===== config.mk =====
export PLATFORM = sky130hd
export DESIGN_NAME = subsample_post_processing
export DESIGN_NICKNAME = d
export VERILOG_FILES = /design/src/pp_pkg.sv /design/src/axil_reg_slave.sv /design/src/pp_post_op.sv /design/src/subsample_post_processing.sv
export SDC_FILE = /design/constraint.sdc
export NUM_CORES = 1
export LEC_CHECK = 0
export BUFFER_PORTS_ARGS = -buffer_cell sky130_fd_sc_hd__buf_2
export CELL_PAD_IN_SITES_DETAIL_PLACEMENT = 1
export CELL_PAD_IN_SITES_GLOBAL_PLACEMENT = 1
export CORE_MARGIN = 3
export CORE_UTILIZATION = 49
export CTS_CLUSTER_DIAMETER = 60
export DETAILED_ROUTE_END_ITERATION = 8
export GPL_ROUTABILITY_DRIVEN = 0
export PLACE_DENSITY = 0.94
export SLEW_MARGIN = 40
export SYNTH_ARGS = -nofsm -noshare
export SYNTH_HDL_FRONTEND = slang
export SYNTH_SLANG_ARGS = --single-unit

===== constraint.sdc =====
create_clock -name sys_clk_i -period 6.19 [get_ports sys_clk_i]
set_input_delay 0.3095 -clock sys_clk_i [delete_from_list [all_inputs] [get_ports sys_clk_i]]
set_output_delay 0.3095 -clock sys_clk_i [all_outputs]
set_load 0.02 [all_outputs]

===== src/pp_pkg.sv =====
// Shared constants, types and selector decode for the post-processing block.
// Assumes a single 250 MHz clock domain and an AXI4-Lite register bus.
package pp_pkg;

  localparam int AXI_ADDR_W = 12;
  localparam int RESULT_W = 24;

  // Register indices; byte address is four times the index
  localparam logic [9:0] IDX_SEL_S1_12 = 10'h038;
  localparam logic [9:0] IDX_SEL_S1_34 = 10'h039;
  localparam logic [9:0] IDX_SEL_S1_56 = 10'h03a;
  localparam logic [9:0] IDX_SEL_S1_78 = 10'h03b;
  localparam logic [9:0] IDX_SEL_S2_12 = 10'h03c;
  localparam logic [9:0] IDX_SEL_S2_34 = 10'h03d;
  localparam logic [9:0] IDX_SEQ_CONFIG = 10'h043;
  localparam logic [9:0] IDX_OFFSET_CH1 = 10'h060;
  localparam logic [9:0] IDX_OFFSET_CH2 = 10'h061;
  localparam logic [9:0] IDX_STATUS = 10'h062;
  localparam int SEL_REGS = 6;

  // Reset values
  localparam logic [7:0] SEL_RESET = 8'h00;
  localparam logic [7:0] CONFIG_RESET = 8'h00;

  // Sequence configuration field positions
  localparam int CFG_SEQ2_EN = 7;
  localparam int CFG_SEQ2_CNT_LO = 4;
  localparam int CFG_SEQ1_EN = 3;
  localparam int CFG_SEQ1_CNT_LO = 0;

  // Status field positions
  localparam int STAT_DROP_LO = 8;
  localparam int STAT_LOADED_LO = 16;

  localparam logic [1:0] RESP_OKAY = 2'h0;
  localparam logic [1:0] RESP_SLVERR = 2'h2;

  typedef enum logic [1:0] {
    OP_PASS,
    OP_INVERT,
    OP_SUBTRACT,
    OP_LOAD
  } post_op_t;

  typedef struct packed {
    logic [AXI_ADDR_W-1:0] awaddr;
    logic awvalid;
    logic [31:0] wdata;
    logic [3:0] wstrb;
    logic wvalid;
    logic bready;
    logic [AXI_ADDR_W-1:0] araddr;
    logic arvalid;
    logic rready;
  } axil_req_t;

  typedef struct packed {
    logic awready;
    logic wready;
    logic [1:0] bresp;
    logic bvalid;
    logic arready;
    logic [31:0] rdata;
    logic [1:0] rresp;
    logic rvalid;
  } axil_rsp_t;

  // One conversion result with its tag
  typedef struct packed {
    logic chan;
    logic seq;
    logic [2:0] sub;
    logic [RESULT_W-1:0] data;
  } sample_t;

  // Bit position of a selector in the flat 48-bit selector vector
  function automatic logic [5:0] sel_lsb(input logic seq, input logic [2:0] sub,
                                         input logic chan);
    logic [3:0] lin;
    logic [5:0] byte_base;
    logic [1:0] slot;
    lin = seq ? {2'h2, sub[1:0]} : {1'h0, sub};
    byte_base = {lin[3:1], 3'h0};
    slot = 2'h3 - {lin[0], chan};
    sel_lsb = byte_base + {3'h0, slot, 1'h0};
  endfunction

endpackage


===== src/axil_reg_slave.sv =====
// AXI4-Lite slave front end: handshakes, response channels, one access each way.
// Assumes the parent decodes addresses combinationally from the take strobes.
`timescale 1ns/10ps
`default_nettype none

module axil_reg_slave (
  input wire logic sys_clk_i,
  input wire logic rst_n_i,
  input wire logic ce_i,
  input wire pp_pkg::axil_req_t axi_req_i,
  output pp_pkg::axil_rsp_t axi_rsp_o,
  output logic wr_take_o,
  output logic [pp_pkg::AXI_ADDR_W-1:0] wr_addr_o,
  output logic [31:0] wr_data_o,
  output logic [3:0] wr_strb_o,
  input wire logic wr_err_i,
  output logic rd_take_o,
  output logic [pp_pkg::AXI_ADDR_W-1:0] rd_addr_o,
  input wire logic [31:0] rd_data_i,
  input wire logic rd_err_i
);
  import pp_pkg::*;

  logic aw_full_r;
  logic [AXI_ADDR_W-1:0] aw_addr_r;
  logic w_full_r;
  logic [31:0] w_data_r;
  logic [3:0] w_strb_r;
  logic bvalid_r;
  logic [1:0] bresp_r;
  logic rvalid_r;
  logic [31:0] rdata_r;
  logic [1:0] rresp_r;
  logic aw_in;
  logic w_in;

  //////////////////////////////////////////////////////////////////////////////
  // Address and data may arrive in either order; the first to arrive is parked until the other is in
  assign axi_rsp_o.awready = ce_i & ~aw_full_r & ~bvalid_r;
  assign axi_rsp_o.wready = ce_i & ~w_full_r & ~bvalid_r;
  assign aw_in = axi_req_i.awvalid & axi_rsp_o.awready;
  assign w_in = axi_req_i.wvalid & axi_rsp_o.wready;
  assign wr_take_o = ce_i & ~bvalid_r & (aw_full_r | aw_in) & (w_full_r | w_in);
  assign wr_addr_o = aw_full_r ? aw_addr_r : axi_req_i.awaddr;
  assign wr_data_o = w_full_r ? w_data_r : axi_req_i.wdata;
  assign wr_strb_o = w_full_r ? w_strb_r : axi_req_i.wstrb;

  always_ff @(posedge sys_clk_i or negedge rst_n_i) begin
    if (!rst_n_i) begin
      aw_full_r <= 1'b0;
      aw_addr_r <= '0;
    end else if (ce_i) begin
      if (wr_take_o) begin
        aw_full_r <= 1'b0;
      end else if (aw_in) begin
        aw_full_r <= 1'b1;
        aw_addr_r <= axi_req_i.awaddr;
      end
    end
  end

  always_ff @(posedge sys_clk_i or negedge rst_n_i) begin
    if (!rst_n_i) begin
      w_full_r <= 1'b0;
      w_data_r <= 32'h0;
      w_strb_r <= 4'h0;
    end else if (ce_i) begin
      if (wr_take_o) begin
        w_full_r <= 1'b0;
      end else if (w_in) begin
        w_full_r <= 1'b1;
        w_data_r <= axi_req_i.wdata;
        w_strb_r <= axi_req_i.wstrb;
      end
    end
  end

  always_ff @(posedge sys_clk_i or negedge rst_n_i) begin
    if (!rst_n_i) begin
      bvalid_r <= 1'b0;
      bresp_r <= RESP_OKAY;
    end else if (ce_i) begin
      if (wr_take_o) begin
        bvalid_r <= 1'b1;
        bresp_r <= wr_err_i ? RESP_SLVERR : RESP_OKAY;
      end else if (axi_req_i.bready) begin
        bvalid_r <= 1'b0;
      end
    end
  end

  assign axi_rsp_o.bvalid = bvalid_r;
  assign axi_rsp_o.bresp = bresp_r;

  //////////////////////////////////////////////////////////////////////////////
  // Read: one outstanding, data captured at the address handshake
  assign axi_rsp_o.arready = ce_i & ~rvalid_r;
  assign rd_take_o = axi_req_i.arvalid & axi_rsp_o.arready;
  assign rd_addr_o = axi_req_i.araddr;

  always_ff @(posedge sys_clk_i or negedge rst_n_i) begin
    if (!rst_n_i) begin
      rvalid_r <= 1'b0;
      rdata_r <= 32'h0;
      rresp_r <= RESP_OKAY;
    end else if (ce_i) begin
      if (rd_take_o) begin
        rvalid_r <= 1'b1;
        rdata_r <= rd_data_i;
        rresp_r <= rd_err_i ? RESP_SLVERR : RESP_OKAY;
      end else if (axi_req_i.rready) begin
        rvalid_r <= 1'b0;
      end
    end
  end

  assign axi_rsp_o.rvalid = rvalid_r;
  assign axi_rsp_o.rdata = rdata_r;
  assign axi_rsp_o.rresp = rresp_r;

endmodule

`default_nettype wire


===== src/pp_post_op.sv =====
// Combinational post-processing operation on one result.
// Assumes the caller registers the answer and owns the offset store.
`timescale 1ns/10ps
`default_nettype none

module pp_post_op #(
  parameter int WIDTH = pp_pkg::RESULT_W
) (
  input wire pp_pkg::post_op_t op_i,
  input wire logic [WIDTH-1:0] data_i,
  input wire logic [WIDTH-1:0] offset_i,
  output logic [WIDTH-1:0] data_o,
  output logic load_o
);
  import pp_pkg::*;

  // Two's complement wrap on overflow; no saturation
  always_comb begin
    load_o = 1'b0;
    unique case (op_i)
      OP_PASS: data_o = data_i;
      OP_INVERT: data_o = WIDTH'(~data_i + 1'b1);
      OP_SUBTRACT: data_o = WIDTH'(data_i - offset_i);
      OP_LOAD: begin
        data_o = data_i;
        load_o = 1'b1;
      end
    endcase
  end

endmodule

`default_nettype wire


===== src/subsample_post_processing.sv =====
// Top of the sub-sample post-processing stage with its register file.
// Assumes results arrive tagged on the system clock, one per cycle at most.
//
// The implementer's own choice: the AXI4-Lite slave port.
`timescale 1ns/10ps
`default_nettype none

module subsample_post_processing #(
  parameter int CHANNELS = 2,
  parameter int COUNT_W = 8
) (
  input wire logic sys_clk_i,
  input wire logic rst_n_i,
  input wire logic ce_i,
  input wire pp_pkg::axil_req_t axi_req_i,
  output pp_pkg::axil_rsp_t axi_rsp_o,
  input wire logic res_valid_i,
  input wire pp_pkg::sample_t res_i,
  output logic pp_valid_o,
  output pp_pkg::sample_t pp_o
);
  import pp_pkg::*;

  logic wr_take;
  logic [AXI_ADDR_W-1:0] wr_addr;
  logic [31:0] wr_data;
  logic [3:0] wr_strb;
  logic wr_err;
  logic rd_take;
  logic [AXI_ADDR_W-1:0] rd_addr;
  logic [31:0] rd_data;
  logic rd_err;
  logic [9:0] wr_idx;
  logic [9:0] rd_idx;
  logic [7:0] sel_r [SEL_REGS];
  logic [7:0] config_r;
  logic [SEL_REGS*8-1:0] sel_flat;
  logic [RESULT_W-1:0] offset_r [CHANNELS];
  logic [CHANNELS-1:0] loaded_r;
  logic [COUNT_W-1:0] done_cnt_r;
  logic [COUNT_W-1:0] drop_cnt_r;
  logic active;
  logic [2:0] seq1_last;
  logic [2:0] seq2_last;
  logic [5:0] lsb;
  post_op_t op;
  logic [RESULT_W-1:0] op_data;
  logic op_load;
  logic pp_valid_r;
  sample_t pp_r;

  //////////////////////////////////////////////////////////////////////////////
  // Bus slave
  axil_reg_slave u_slave (
    .sys_clk_i(sys_clk_i),
    .rst_n_i(rst_n_i),
    .ce_i(ce_i),
    .axi_req_i(axi_req_i),
    .axi_rsp_o(axi_rsp_o),
    .wr_take_o(wr_take),
    .wr_addr_o(wr_addr),
    .wr_data_o(wr_data),
    .wr_strb_o(wr_strb),
    .wr_err_i(wr_err),
    .rd_take_o(rd_take),
    .rd_addr_o(rd_addr),
    .rd_data_i(rd_data),
    .rd_err_i(rd_err)
  );

  assign wr_idx = wr_addr[11:2];
  assign rd_idx = rd_addr[11:2];

  // Register index to selector slot, or SEL_REGS when not a selector
  function automatic logic [2:0] sel_slot(input logic [9:0] idx);
    if (idx >= IDX_SEL_S1_12 && idx <= IDX_SEL_S2_34) begin
      sel_slot = 3'(idx - IDX_SEL_S1_12);
    end else begin
      sel_slot = 3'(SEL_REGS);
    end
  endfunction

  //////////////////////////////////////////////////////////////////////////////
  // Write decode; offsets and status are read-only and answer with an error
  always_comb begin
    wr_err = 1'b1;
    if (sel_slot(wr_idx) != 3'(SEL_REGS) || wr_idx == IDX_SEQ_CONFIG) begin
      wr_err = 1'b0;
    end
  end

  // Eight-bit registers sit in byte lane 0 only
  generate
    for (genvar g = 0; g < SEL_REGS; g++) begin : g_sel
      always_ff @(posedge sys_clk_i or negedge rst_n_i) begin
        if (!rst_n_i) begin
          sel_r[g] <= SEL_RESET;
        end else if (ce_i && wr_take && wr_strb[0] && sel_slot(wr_idx) == 3'(g)) begin
          sel_r[g] <= wr_data[7:0];
        end
      end
      assign sel_flat[g*8 +: 8] = sel_r[g];
    end
  endgenerate

  always_ff @(posedge sys_clk_i or negedge rst_n_i) begin
    if (!rst_n_i) begin
      config_r <= CONFIG_RESET;
    end else if (ce_i && wr_take && wr_strb[0] && wr_idx == IDX_SEQ_CONFIG) begin
      config_r <= wr_data[7:0];
    end
  end

  //////////////////////////////////////////////////////////////////////////////
  // Read decode; unused upper bits read as zero
  always_comb begin
    rd_data = 32'h0;
    rd_err = 1'b0;
    if (sel_slot(rd_idx) != 3'(SEL_REGS)) begin
      rd_data[7:0] = sel_r[sel_slot(rd_idx)];
    end else if (rd_idx == IDX_SEQ_CONFIG) begin
      rd_data[7:0] = config_r;
    end else if (rd_idx == IDX_OFFSET_CH1) begin
      rd_data[RESULT_W-1:0] = offset_r[0];
    end else if (rd_idx == IDX_OFFSET_CH2) begin
      rd_data[RESULT_W-1:0] = offset_r[1];
    end else if (rd_idx == IDX_STATUS) begin
      rd_data[COUNT_W-1:0] = done_cnt_r;
      rd_data[STAT_DROP_LO +: COUNT_W] = drop_cnt_r;
      rd_data[STAT_LOADED_LO +: CHANNELS] = loaded_r;
    end else begin
      rd_err = 1'b1;
    end
  end

  //////////////////////////////////////////////////////////////////////////////
  // Active check: sub index is zero-based, counts are stored as n-1
  assign seq1_last = config_r[CFG_SEQ1_CNT_LO +: 3];
  assign seq2_last = {1'b0, config_r[CFG_SEQ2_CNT_LO +: 2]};

  always_comb begin
    if (res_i.seq) begin
      active = config_r[CFG_SEQ2_EN] && res_i.sub <= seq2_last;
    end else begin
      active = config_r[CFG_SEQ1_EN] && res_i.sub <= seq1_last;
    end
  end

  assign lsb = sel_lsb(res_i.seq, res_i.sub, res_i.chan);
  assign op = post_op_t'(sel_flat[lsb +: 2]);

  pp_post_op #(
    .WIDTH(RESULT_W)
  ) u_op (
    .op_i(op),
    .data_i(res_i.data),
    .offset_i(offset_r[res_i.chan]),
    .data_o(op_data),
    .load_o(op_load)
  );

  //////////////////////////////////////////////////////////////////////////////
  // Per-channel offset store, held until that channel loads again
  generate
    for (genvar c = 0; c < CHANNELS; c++) begin : g_ofs
      always_ff @(posedge sys_clk_i or negedge rst_n_i) begin
        if (!rst_n_i) begin
          offset_r[c] <= '0;
          loaded_r[c] <= 1'b0;
        end else if (ce_i && res_valid_i && active && op_load && res_i.chan == 1'(c)) begin
          offset_r[c] <= res_i.data;
          loaded_r[c] <= 1'b1;
        end
      end
    end
  endgenerate

  //////////////////////////////////////////////////////////////////////////////
  // Registered output; inactive sub-samples are dropped, not forwarded
  always_ff @(posedge sys_clk_i or negedge rst_n_i) begin
    if (!rst_n_i) begin
      pp_valid_r <= 1'b0;
      pp_r <= '0;
    end else if (ce_i) begin
      pp_valid_r <= res_valid_i & active;
      if (res_valid_i && active) begin
        pp_r.chan <= res_i.chan;
        pp_r.seq <= res_i.seq;
        pp_r.sub <= res_i.sub;
        pp_r.data <= op_data;
      end
    end
  end

  assign pp_valid_o = pp_valid_r;
  assign pp_o = pp_r;

  // Counters wrap; status is diagnostic only
  always_ff @(posedge sys_clk_i or negedge rst_n_i) begin
    if (!rst_n_i) begin
      done_cnt_r <= '0;
      drop_cnt_r <= '0;
    end else if (ce_i && res_valid_i) begin
      if (active) begin
        done_cnt_r <= COUNT_W'(done_cnt_r + 1'b1);
      end else begin
        drop_cnt_r <= COUNT_W'(drop_cnt_r + 1'b1);
      end
    end
  end

endmodule

`default_nettype wire


# After elaboration in Yosys (flattened, before gate mapping)
# Index checks and enable logic that the tools add are counted.
[totals] regBits=205 input_bits=98 out_inout_bits=71 elab_cells=161
[classes] n_addsub=8 order_cmp=8 eq_ne=15 shift=1 n_mux=39 bitwise=24 n_reduce_logical=38
[ops] cell="$mux W24" count=4
[ops] cell="$pmux W24 S3" count=1
[ops] cell="$eq A10 B7 Y1 const B" count=5
[ops] cell="$shiftx A48 B7 Y2" count=1
[ops] cell="$mux W8" count=5
[ops] cell="$mux W18" count=2
[ops] cell="$mux W16" count=2
[ops] cell="$add A24 B1 Y24 const B" count=1
[ops] cell="$bmux W8 S3" count=1
[ops] cell="$not A24 Y24" count=1
[ops] cell="$sub A24 B24 Y24" count=1
[ops] cell="$ge A10 B6 Y1 const B" count=2
[ops] cell="$le A10 B6 Y1 const B" count=2
[ops] cell="$logic_and A1 B1 Y1" count=19
[ops] cell="$reduce_and A2 Y1" count=9
[ops] cell="$add A8 B1 Y8 const B" count=2
[ops] cell="$mux W1" count=16
[ops] cell="$and A1 B1 Y1" count=12
[ops] cell="$mux W12" count=1
[ops] cell="$mux W3" count=3
[ops] cell="$reduce_bool A2 Y1" count=4
[ops] cell="$not A1 Y1" count=7
[ops] cell="$add A6 B3 Y6" count=1
[ops] cell="$eq A3 B2 Y1 const B" count=2
[ops] cell="other kinds (22)" count=29

# Depth between registers and ports, before layout
# Gate-level depths: netlist (run 1).
[logic_depth] word_depth=10 mapped_depth=14 mapped_depth_nobuf=12

# Cells and area by module
# Synthesis (run 1) repeated with hierarchy kept, for this count alone.
[hier_totals] cells_unflattened=1230 area_unflattened_um2=14071.0
[by_module_without_submodules] mod="subsample_post_processing" instances=1 cells_per_inst=631 area_each_um2=7795.0
[by_module_without_submodules] mod="axil_reg_slave" instances=1 cells_per_inst=270 area_each_um2=4051.4
[by_module_without_submodules] mod="pp_post_op" instances=1 cells_per_inst=329 area_each_um2=2224.6

# Worst setup path before layout (run 1)
# No wires, ideal clock.
[synth_path] kind="input to register" from="in res_i[28] in the netlist's numbering" to="reg pp_r, in the netlist pp_o[16]" setup_time_ns=0.133 arrival_ns=3.564 required_time_ns=6.057 path_slack_ns=2.493 path_stages=14 path_buffers=4 path_cell_list="buf_2 clkbuf_1 buf_1 mux2i_1 ha_1 clkbuf_1 a211oi_1 nand2b_1 o21ai_0 nor3_1 o31a_1 or3_1 a31oi_1 o21ai_0"
[synth_via] elab_chain_cells=6 word_cells_on_any_way=14 cone_classes="add/sub (3); eq/ne (3); shift (1); mux (4); bitwise (1); reduce/logical (2)"
[synth_rtl] item="start: declaration" line="subsample_post_processing.sv:18" text="input wire pp_pkg::sample_t res_i,"
[synth_rtl] item="$sub A2 B2 Y2 or $not A1 Y2 (tied branches)" line="pp_pkg.sv:84, subsample_post_processing.sv:157"
[synth_rtl] item="$add A6 B3 Y6 or $mux W24 (tied branches)" line="pp_pkg.sv:85, subsample_post_processing.sv:157"
[synth_rtl] item="$shiftx A48 B7 Y2 or $mux W24 (tied branches)" line="subsample_post_processing.sv:150, subsample_post_processing.sv:157"
[synth_rtl] item="$eq A2 B2 Y1 (tied with other cells)" line="pp_post_op.sv:20" text="unique case (op_i)"
[synth_rtl] item="$reduce_or A2 Y1 (no line) or $sub A24 B24 Y24 (tied branches)"
[synth_rtl] item="$pmux W24 S3 *" line="pp_post_op.sv:20"
[synth_rtl] item="end: declaration" line="subsample_post_processing.sv:50" text="sample_t pp_r;"
# Every way passes the cells marked *; elsewhere a longest branch is shown, timed or not. The select of a mux whose other input is x is not followed.
# A chain may end at the register's enable or synchronous reset.

# Worst setup path after layout (run 1)
[layout_path] from="reg sel_r, in the netlist sel_flat[1]" to="reg pp_r, in the netlist pp_o[17]"
[layout_via] elab_chain_cells=4 word_cells_on_any_way=7 cone_classes="eq/ne (3); shift (1); mux (1); reduce/logical (2)"
[layout_rtl] item="start: declaration" line="subsample_post_processing.sv:35" text="logic [7:0] sel_r [SEL_REGS];"
[layout_rtl] item="start signal: indexed assignment" line="subsample_post_processing.sv:99" text="sel_r[g] <= wr_data[7:0];"
[layout_rtl] item="$shiftx A48 B7 Y2 *" line="subsample_post_processing.sv:150" text="assign op = post_op_t'(sel_flat[lsb +: 2]);"
[layout_rtl] item="$eq A2 B2 Y1 or $logic_not A2 Y1 (tied branches)" line="pp_post_op.sv:20"
[layout_rtl] item="$reduce_or A2 Y1 (no line)"
[layout_rtl] item="$pmux W24 S3 *" line="pp_post_op.sv:20"
# Every way passes the cells marked *; elsewhere a longest branch is shown, timed or not.

==> results of run 1 <==
## path summary, 6_finish.rpt
path,start,to
max,sel_flat[1],pp_o[17]
min,axi_req_i[16],u_slave.w_strb_r[0]
max reg2reg,sel_flat[1],pp_o[17]
min reg2reg,loaded_r[0],loaded_r[0]
max in group asynchronous,rst_n_i,sel_flat[39]
min in group asynchronous,rst_n_i,offset_r[11]
## what timing repair did
action,CTS,global route
hold endpoints to repair,119,0
hold buffers,4,0
gates resized for setup,0,0
setup endpoints to repair,0,0
## final cells by class
type | instances | area [sq um] | share of cell area (%)
Multi-Input combinational cell | 860 | 6450 | 47.65
Sequential cell | 201 | 5030 | 37.16
Timing Repair Buffer | 140 | 772.0 | 5.703
Clock buffer | 33 | 705.7 | 5.213
Tap cell | 319 | 399.1 | 2.949
Clock inverter | 9 | 97.59 | 0.7210
Inverter | 22 | 82.58 | 0.6100
## critical path, stage by stage, from the launching register on
cell and delay (ns):
dfrtp_1 0.41, mux4_2 0.48, mux4_2 0.47, nor2_1 0.13, a21o_1 0.15, inv_1 0.08
ha_1 0.60, nor2b_1 0.72, o21ai_0 0.21, o311a_1 0.20, o21ai_0 0.21
## per-layer routing
layer | vias up | part of all wire [%]
li1 | 4388 | -
met1 | 5034 | 40
met2 | 376 | 50
met3 | 106 | 6.1
met4 | 0 | 4.1
met5 | - | 0
## registers in the layout (all words and copies together) (netlist names), 8 cells and up
name / cells
done_cnt_r: 8
config_r: 8
u_slave.rdata_r: 24
pp_o: 29
u_slave.w_data_r: 8
sel_flat: 48
drop_cnt_r: 8
u_slave.aw_addr_r: 10
offset_r: 48
## power breakdown
group          internal (mW)  switching (mW)  total [mW]
Combinational          0.244           0.390       0.634
Clock                  0.845           0.589        1.43
Sequential              1.42           0.110        1.53
## cells in the mapped netlist, types with 3 or more instances
master and instances:
dfrtp_1 201, buf_1 9, o21ai_0 80, o21bai_1 4, nand2_1 143, o31ai_1 6
o22ai_1 12, a21o_1 16, a211oi_1 8, a221oi_1 8, o211ai_1 14, nor4_1 4
and3_1 7, o31a_1 4, a21oi_1 42, clkbuf_1 42, buf_4 13, ha_1 37
a2bb2oi_1 9, mux2_2 134, buf_2 3, nand4_1 15, mux4_2 14, a31oi_1 7
nor3_1 22, nand2b_1 13, nor2_1 56, inv_1 22, mux2i_1 58, o2111ai_1 16
nor2b_1 12, xnor2_1 21, nand3_1 15, xor2_1 16, nand3b_1 5, o21a_1 6
nor4b_1 3
## kinds of logic after synthesis
logic type | share of synthesized area [%]
other | 0.03175
adders and majority gates | 4.089
buffers and inverters | 3.464
and+or+nand+nor | 12.52
xor gates and xnor gates | 2.881
muxes | 20.36
DFF | 42.58
AOI/OAI and AO/OA | 14.08
==> metrics.csv, run 1 <==
stage;metric;value;unit
layout;post-route-util;57.33;%
yosys;synth_seq_cells;201;
setup_path;critPathMaxFanout;10;
global_routing;antenna_found_initial;0;
layout;layout_common_cells;dfrtp_1, nand2_1, mux2_2;
timing;holdWs;0.01183;ns
pwr;power.density;266.0;nW/um^2
setup_path;required;6.63;ns
clocking;cts-root-buf;clkbuf_16;
setup_path;r2r_slack;2.42;ns
drt;drtAntennaViolNets;0;
placement;dp_cells;1538;
clocking;cts_sinks;201;
layout;final_common_cell;dfrtp_1;
placement;dp_hpwl;26.49;mm
timing;fin_crit_sh;60.87;%
die;start_util;50.03;%
timing;min_period;3.768;ns
pwr;power.leakage;6.529;nW
drt;drt-total-wl;37.16;mm
yosys;syn_area_per_cell;10.33;sq um
timing;grt_setup_unrepaired;no;
timing;finalSetupTns;0;ns
setup_path;r2r_cells;10;
pwr;total_power;3.601;mW
die;dieHeight;161.3;um
yosys;syn_area;11810;sq um
global_routing;busiest_layer;met2;
yosys;synth.largest_area_cell;dfrtp_1;
hold_path;whs_path_depth;2;
clocking;path_clk_slew;0.06;ns
global_routing;grt.total_usage;28.47;%
layout;antenna_cells;0;
global_routing;overflow;0;
timing;fmax;0.2654;GHz
timing;worstMarginPinSlew;0.8600;ns
global_routing;met1_usage;35.07;%
layout;syn_to_final_growth;14.60;%
drt;avgRoutedWirePerCell;23.46;um
clocking;cts_tree;yes;
die;dieArea;26010;sq um
clocking;htree_num_levels;1;
yosys;synth_warnings;0;
yosys;ys_seq_area_share;42.58;%
yosys;yosysTopAreaCellShare;42.58;%
timing;finalMaxSlewViolations;0;
clocking;post-cts-setup-buffer-count;0;
yosys;synth.distinct_cells;70;
global_routing;grt_use_met3;4.745;%
yosys;postSynth.asyncResetShare;100.0;%
placement;dpl-instance-area;12690;sq um
status;outcome;finished clean;
timing;setup_viol;0;
layout;nFillCells;2612;
drt;drc_errors;0;
yosys;synthCells;1143;
layout;instances_no_fill;1584;
hold_path;hp-class;in2reg;
layout;drive_above_1_share;27.19;%
placement;preCtsSetupSlack;2.024;ns
yosys;synth_ff_type;dfrtp_1;
timing;setup_ws;2.422;ns
global_routing;grt_pass1_wl;59.18;mm
global_routing;grt_max_degree;118;
layout;nets;1386;
setup_path;cp.arrival;4.21;ns
yosys;yosys-top-cells-area;dfrtp_1, mux2_2, mux2i_1;
die;ios;169;
yosys;synth_edf_count;0;
timing;relSlewSlack;42.53;%
timing;fin_skew;0.02611;ns
setup_path;worst-setup-path-type;reg2reg;
drt;initialDrtViolationCount;803;
clocking;cts_buffer_depth;3;
global_routing;grt_pass1_vias;10880;
setup_path;worst_setup_path_start_kind;register;
setup_path;end_kind;register;
layout;final_cell_area;13540;sq um
die;die_w;161.3;um
die;placementRows;56;
clocking;clkLatencyLatePin;0.55;ns
timing;hold_viol;0;
clocking;numCtsBuffers;25;
placement;numPortBuffers;127;
drt;dr_total_vias;9904;
pwr;peakVddDrop;251.8;uV
drt;firstDrtPassIters;5;
global_routing;grt_util_met2;50.12;%
flow_run;cap_violations;0;
drt;vias_per_cell;6.253;
die;core;23610;sq um
Note: power is estimated with default switching activity, not from simulation.
==> run 2, diff against run 1 <==
- CORE_UTILIZATION: 49 -> 46
- PLACE_DENSITY: 0.94 -> 0.9
- clock period: 6.19 -> 3.73 ns (I/O delays scaled with it)
==> run 2 against run 1 <==
Net effect:
- sequential power rose by 67%
- clock power rose by 71%
- sequential share of layout area fell by 1.1 points
- critical endpoint is now pp_o[16]
- highest routed layer unchanged
- critical path type unchanged
- combinational power rose by 75%
- wire length rose by 6.7%
==> metrics.csv, run 2 (synthesis gave the netlist of run 1 again) <==
stage;metric;value;unit
status;outcome;finished clean;
layout;syn_to_final_growth;17.99;%
drt;dr_total_vias;10100;
die;core;25180;sq um
die;ios;169;
drt;highest_layer;met4;
drt;firstDrtPassIters;5;
clocking;cts_buffer_depth;3;
timing;fmax;0.2920;GHz
pwr;power.density;437.5;nW/um^2
setup_path;cp_cell_sequence;mux4_2, mux4_2, nor2_1, a21o_1, inv_1, ha_1, nor2b_1, buf_4, nand2_1, o21ai_0, a31oi_1, o21ai_0;
clocking;cts_sinks;201;
pwr;pwr-share-clk;40.0;%
clocking;clkLatencyLatePin;0.53;ns
setup_path;cp_slowest_cell;nor2b_1;
setup_path;critPathTopFamily;multiplexers;
setup_path;required;4.15;ns
pwr;sequentialPowerShare;41.8;%
setup_path;worst-setup-path-type;reg2reg;
drt;avgRoutedWirePerCell;24.16;um
clocking;path_clk_slew;0.06;ns
timing;fin_crit_sh;91.81;%
setup_path;path_buf_inv;2;
die;placementRows;58;
die;start_util;46.91;%
pwr;peakVddDrop;368.7;uV
hold_path;hp-class;in2reg;
drt;route.met2.wl;19.91;mm
setup_path;cp.arrival;3.84;ns
placement;dp_cells;1571;
pwr;p_switching;1.823;mW
timing;relSlewSlack;52.90;%
global_routing;grt_pass1_vias;11160;
clocking;post-cts-setup-buffer-count;0;
layout;drive_above_1_share;27.63;%
placement;dp_hpwl;27.53;mm
drt;initialDrtViolationCount;730;
timing;fin_skew;0.01470;ns
global_routing;grt_pass1_wl;62.65;mm
layout;nFillCells;2757;
clocking;htree_num_levels;1;
setup_path;slowest_delay;0.50;ns
setup_path;critPathMaxFanout;6;
pwr;total_power;6.098;mW
clocking;cts_resized;0;
clocking;cts-root-buf;clkbuf_16;
global_routing;overflow;0;
placement;numPortBuffers;127;
layout;nets;1429;
setup_path;worst_setup_path_start_kind;register;
timing;finalSetupTns;0;ns
pwr;combPwrFrac;18.2;%
setup_path;end_kind;register;
global_routing;antenna_found_initial;1;
die;dieArea;27640;sq um
global_routing;grt.total_usage;28.08;%
drt;wl_met1;15.72;mm
clocking;holdBufCountCts;26;
layout;instances_no_fill;1641;
global_routing;grt_max_degree;87;
pwr;internal_power;4.275;mW
timing;hold_viol;0;
layout;final_common_cell;dfrtp_1;
die;dieHeight;166.3;um
clocking;cts_tree;yes;
timing;worstMarginPinSlew;0.7011;ns
drt;wl_met3;2.112;mm
drt;drt-total-wl;39.65;mm
drt;vias_per_cell;6.157;
timing;min_period;3.425;ns
pwr;netSwitchingFraction;29.89;%
timing;setup_viol;0;
die;die_w;166.3;um
timing;grt_setup_unrepaired;no;
drt;drc_errors;0;
pwr;power.leakage;6.727;nW
flow_run;cap_violations;0;
drt;drtAntennaViolNets;0;
timing;finalMaxSlewViolations;0;
layout;layout_common_cells;dfrtp_1, nand2_1, mux2_2;
clocking;numCtsBuffers;24;
-- run 2: changes by cell type in the layout (fill, tap and decap cells not counted), moves of 2 or more --
cell / before / now
dlygate4sd3_1: 4 / 26
buf_4: 9 / 30
clkbuf_1: 3 / 7
bufinv_16: 1 / 3
clkbuf_16: 26 / 24
-- run 2: stage by stage --
step / setup slack (ns) / util (%) / cell area [sq um] / hold slack [ns]
2_1_floorplan: 0.1555 / - / 11850 / -0.1091
3_3_place_gp: 0.1954 / 51.03 / 12850 / 0.2854
3_5_place_dp: 0.09229 / 51.04 / 12850 / 0.2881
4_1_cts: 0.3256 / 55.30 / 13920 / 0.008569
5_1_grt: 0.1845 / 55.35 / 13940 / 0.03045
6_report: 0.3055 / 55.35 / 13940 / 0.02662
-- run 2: path summary, 6_finish.rpt --
check / from / endpoint / slack [ns] / cells past startpoint
setup / recovery: sel_flat[25] / pp_o[16] / 0.31 / 12
max in group asynchronous: rst_n_i / u_slave.rdata_r[4] / 2.33 / 3
setup reg to reg: sel_flat[25] / pp_o[16] / 0.31 / 12
hold / removal: res_i[22] / offset_r[22] / 0.03 / 2
hold reg to reg: done_cnt_r[7] / done_cnt_r[7] / 0.47 / 1
min in group asynchronous: rst_n_i / u_slave.rdata_r[14] / 0.29 / 2
-- run 2: power by group through the flow --
stage | Combinational [mW] | Clock (mW) | Sequential [mW]
floorplan | 0.670 | 0 | 2.52
global placement | 0.992 | 0 | 2.55
detailed placement | 1.04 | 0 | 2.57
CTS | 1.10 | 2.47 | 2.54
global route | 1.20 | 2.57 | 2.57
finish | 1.11 | 2.44 | 2.55
-- run 2: routing by layer --
| layer | global-route usage, % | vias to the layer above |
|---|---|---|
| li1 | - | 4466 |
| met5 | 0 | - |
| met2 | 49.19 | 373 |
| met1 | 34.06 | 5137 |
| met4 | 13.02 | 0 |
| met3 | 4.499 | 128 |
-- run 2: worst reg2reg max path, stage by stage (launching register included) --
cell and delay (ns):
dfrtp_1 0.41, mux4_2 0.48, mux4_2 0.48, nor2_1 0.12
a21o_1 0.15, inv_1 0.09, ha_1 0.42, nor2b_1 0.50
buf_4 0.23, nand2_1 0.05, o21ai_0 0.08, a31oi_1 0.07
o21ai_0 0.23
-- run 2: area by class of cell --
class                   count  area [sq um]  share of cell area [%]
multi-input cells         860          6447                   46.26
flip-flops and latches    201          5030                   36.09
repair buffers            184          1150                   8.250
clock buffers              35         681.9                   4.893
well taps                 330         412.9                   2.963
clock inverters             8         130.1                  0.9337
inverters                  22         82.58                  0.5925
diodes                      1         2.502                 0.01795
==> run 3, diff against run 2 <==
- CELL_PAD_IN_SITES_DETAIL_PLACEMENT: 1 -> unset
- CELL_PAD_IN_SITES_GLOBAL_PLACEMENT: 1 -> unset
- CORE_UTILIZATION: 46 -> 58
- PLACE_DENSITY: 0.9 -> 0.89
- RECOVER_POWER: unset -> 25
==> run 3 against run 2 <==
Net effect:
- the run now ends with capacitance limit, slew limit left
- non-clock buffer count fell by 6
- total power down 2.5%
- critical path type unchanged
- first-iteration DRC count increased by 20%
- register-to-register slack better by 0.24 ns
- core utilization is 14 points higher
- combinational power fell by 6%
- clock skew up 0.0075 ns
- global-route usage up 0.92 points
- largest power group unchanged
- final cell count down 4.4%
- final area is 1.2% lower
- die area is 20% lower
- wire length decreased by 18%
==> metrics.csv, run 3 (synthesis gave the netlist of run 1 again) <==
stage;metric;value;unit
status;outcome;finished, violations left;
status;violations;capacitance limit, slew limit;
layout;final_common_cell;dfrtp_1;
die;dieHeight;148.7;um
clocking;cts_buffer_depth;3;
setup_path;cp.arrival;3.63;ns
clocking;cts_tree;yes;
drt;avgRoutedWirePerCell;20.67;um
layout;nets;1423;
clocking;clkLatencyLatePin;0.52;ns
setup_path;end_kind;register;
pwr;power.leakage;6.601;nW
timing;finalSetupTns;0;ns
setup_path;worst_setup_path_start_kind;register;
pwr;power.density;432.1;nW/um^2
global_routing;grt_pass1_vias;9855;
hold_path;hp-class;in2reg;
global_routing;grt_max_degree;95;
setup_path;worst-setup-path-type;reg2reg;
timing;grt_setup_unrepaired;no;
layout;final_cell_area;13770;sq um
pwr;peakVddDrop;412.5;uV
drt;vias_per_cell;6.349;
timing;relSlewSlack;-60.78;%
die;placementRows;51;
timing;fmax;0.3137;GHz
drt;initialDrtViolationCount;877;
die;die_w;148.7;um
timing;setup_viol;0;
flow_run;cap_violations;1;
timing;worstMarginPinSlew;2.412;ns
clocking;post-cts-setup-buffer-count;0;
timing;holdWs;0.02118;ns
clocking;cts_resized;0;
layout;layout_common_cells;dfrtp_1, nand2_1, mux2_2;
timing;hold_viol;0;
drt;dr_total_vias;9962;
placement;dp_hpwl;22.59;mm
clocking;holdBufCountCts;25;
die;start_util;59.91;%
drt;firstDrtPassIters;8;
setup_path;required;4.17;ns
timing;fin_crit_sh;85.47;%
timing;min_period;3.188;ns
clocking;numCtsBuffers;24;
timing;fin_skew;0.02221;ns
global_routing;antenna_found_initial;1;
die;dieArea;22110;sq um
die;core;19720;sq um
setup_path;critPathMaxFanout;6;
drt;drtAntennaViolNets;0;
layout;syn_to_final_growth;16.53;%
clocking;htree_num_levels;1;
clocking;cts_sinks;201;
global_routing;grt_pass1_wl;51.45;mm
drt;drc_errors;0;
global_routing;overflow;0;
layout;drive_above_1_share;25.79;%
placement;numPortBuffers;127;
timing;finalMaxSlewViolations;94;
clocking;path_clk_slew;0.06;ns
placement;dpl-instance-area;12730;sq um
drt;drt-total-wl;32.43;mm
clocking;cts-root-buf;clkbuf_16;
global_routing;grt.total_usage;29.00;%
layout;nFillCells;1418;
die;ios;169;
-- run 3: power by group --
part | internal (mW) | switching (mW)
Sequential | 2.36 | 0.154
Clock | 1.46 | 0.931
Combinational | 0.428 | 0.617
Total | 4.25 | 1.70
-- run 3: per-stage QoR --
stage	setup WS, ns	total power [mW]	util, %	cells
floorplan	0.1555	3.191	-	1152
global placement	0.3964	3.498	64.57	1501
detailed placement	0.3097	3.551	64.57	1501
CTS	0.6131	5.962	69.95	1568
global route	0.3848	6.178	69.81	1569
finish	0.5418	5.948	69.81	1569
-- run 3: worst paths after layout --
kind | start | to | slack (ns) | cells past startpoint
max in group asynchronous | rst_n_i | u_slave.rdata_r[22] | 1.32 | 3
worst min-delay path | res_i[22] | offset_r[46] | 0.02 | 2
worst min register to register | loaded_r[0] | loaded_r[0] | 0.46 | 1
min in group asynchronous | rst_n_i | drop_cnt_r[3] | 0.94 | 2
worst max register to register | sel_flat[1] | pp_o[17] | 0.54 | 11
worst max-delay path | sel_flat[1] | pp_o[17] | 0.54 | 11
-- run 3: metal layers --
metal / vias up / wire (um) / GRT usage (%)
li1: 4463 / - / -
met1: 4886 / 12420 / 36.81
met2: 514 / 15980 / 49.60
met3: 99 / 2669 / 4.875
met4: 0 / 1365 / 11.78
met5: - / 0 / 0
-- run 3: final cells by class --
class	count	area (sq um)	share of cell area [%]
repair buffers	178	1066	7.744
flip-flops and latches	201	5030	36.54
diodes	1	2.502	0.01818
clock inverters	9	105.1	0.7635
clock buffers	33	705.7	5.126
well taps	265	331.6	2.409
inverters	22	82.58	0.5999
multi-input cells	860	6442	46.80
-- run 3: critical path, cell delays in order, from the launching register on --
cell	delay [ns]
dfrtp_1	0.40
mux4_2	0.48
mux4_2	0.46
nor2_1	0.10
a21o_1	0.16
inv_1	0.09
ha_1	0.42
nor2b_1	0.36
buf_4	0.22
o21ai_0	0.10
o311a_1	0.17
o21ai_0	0.14
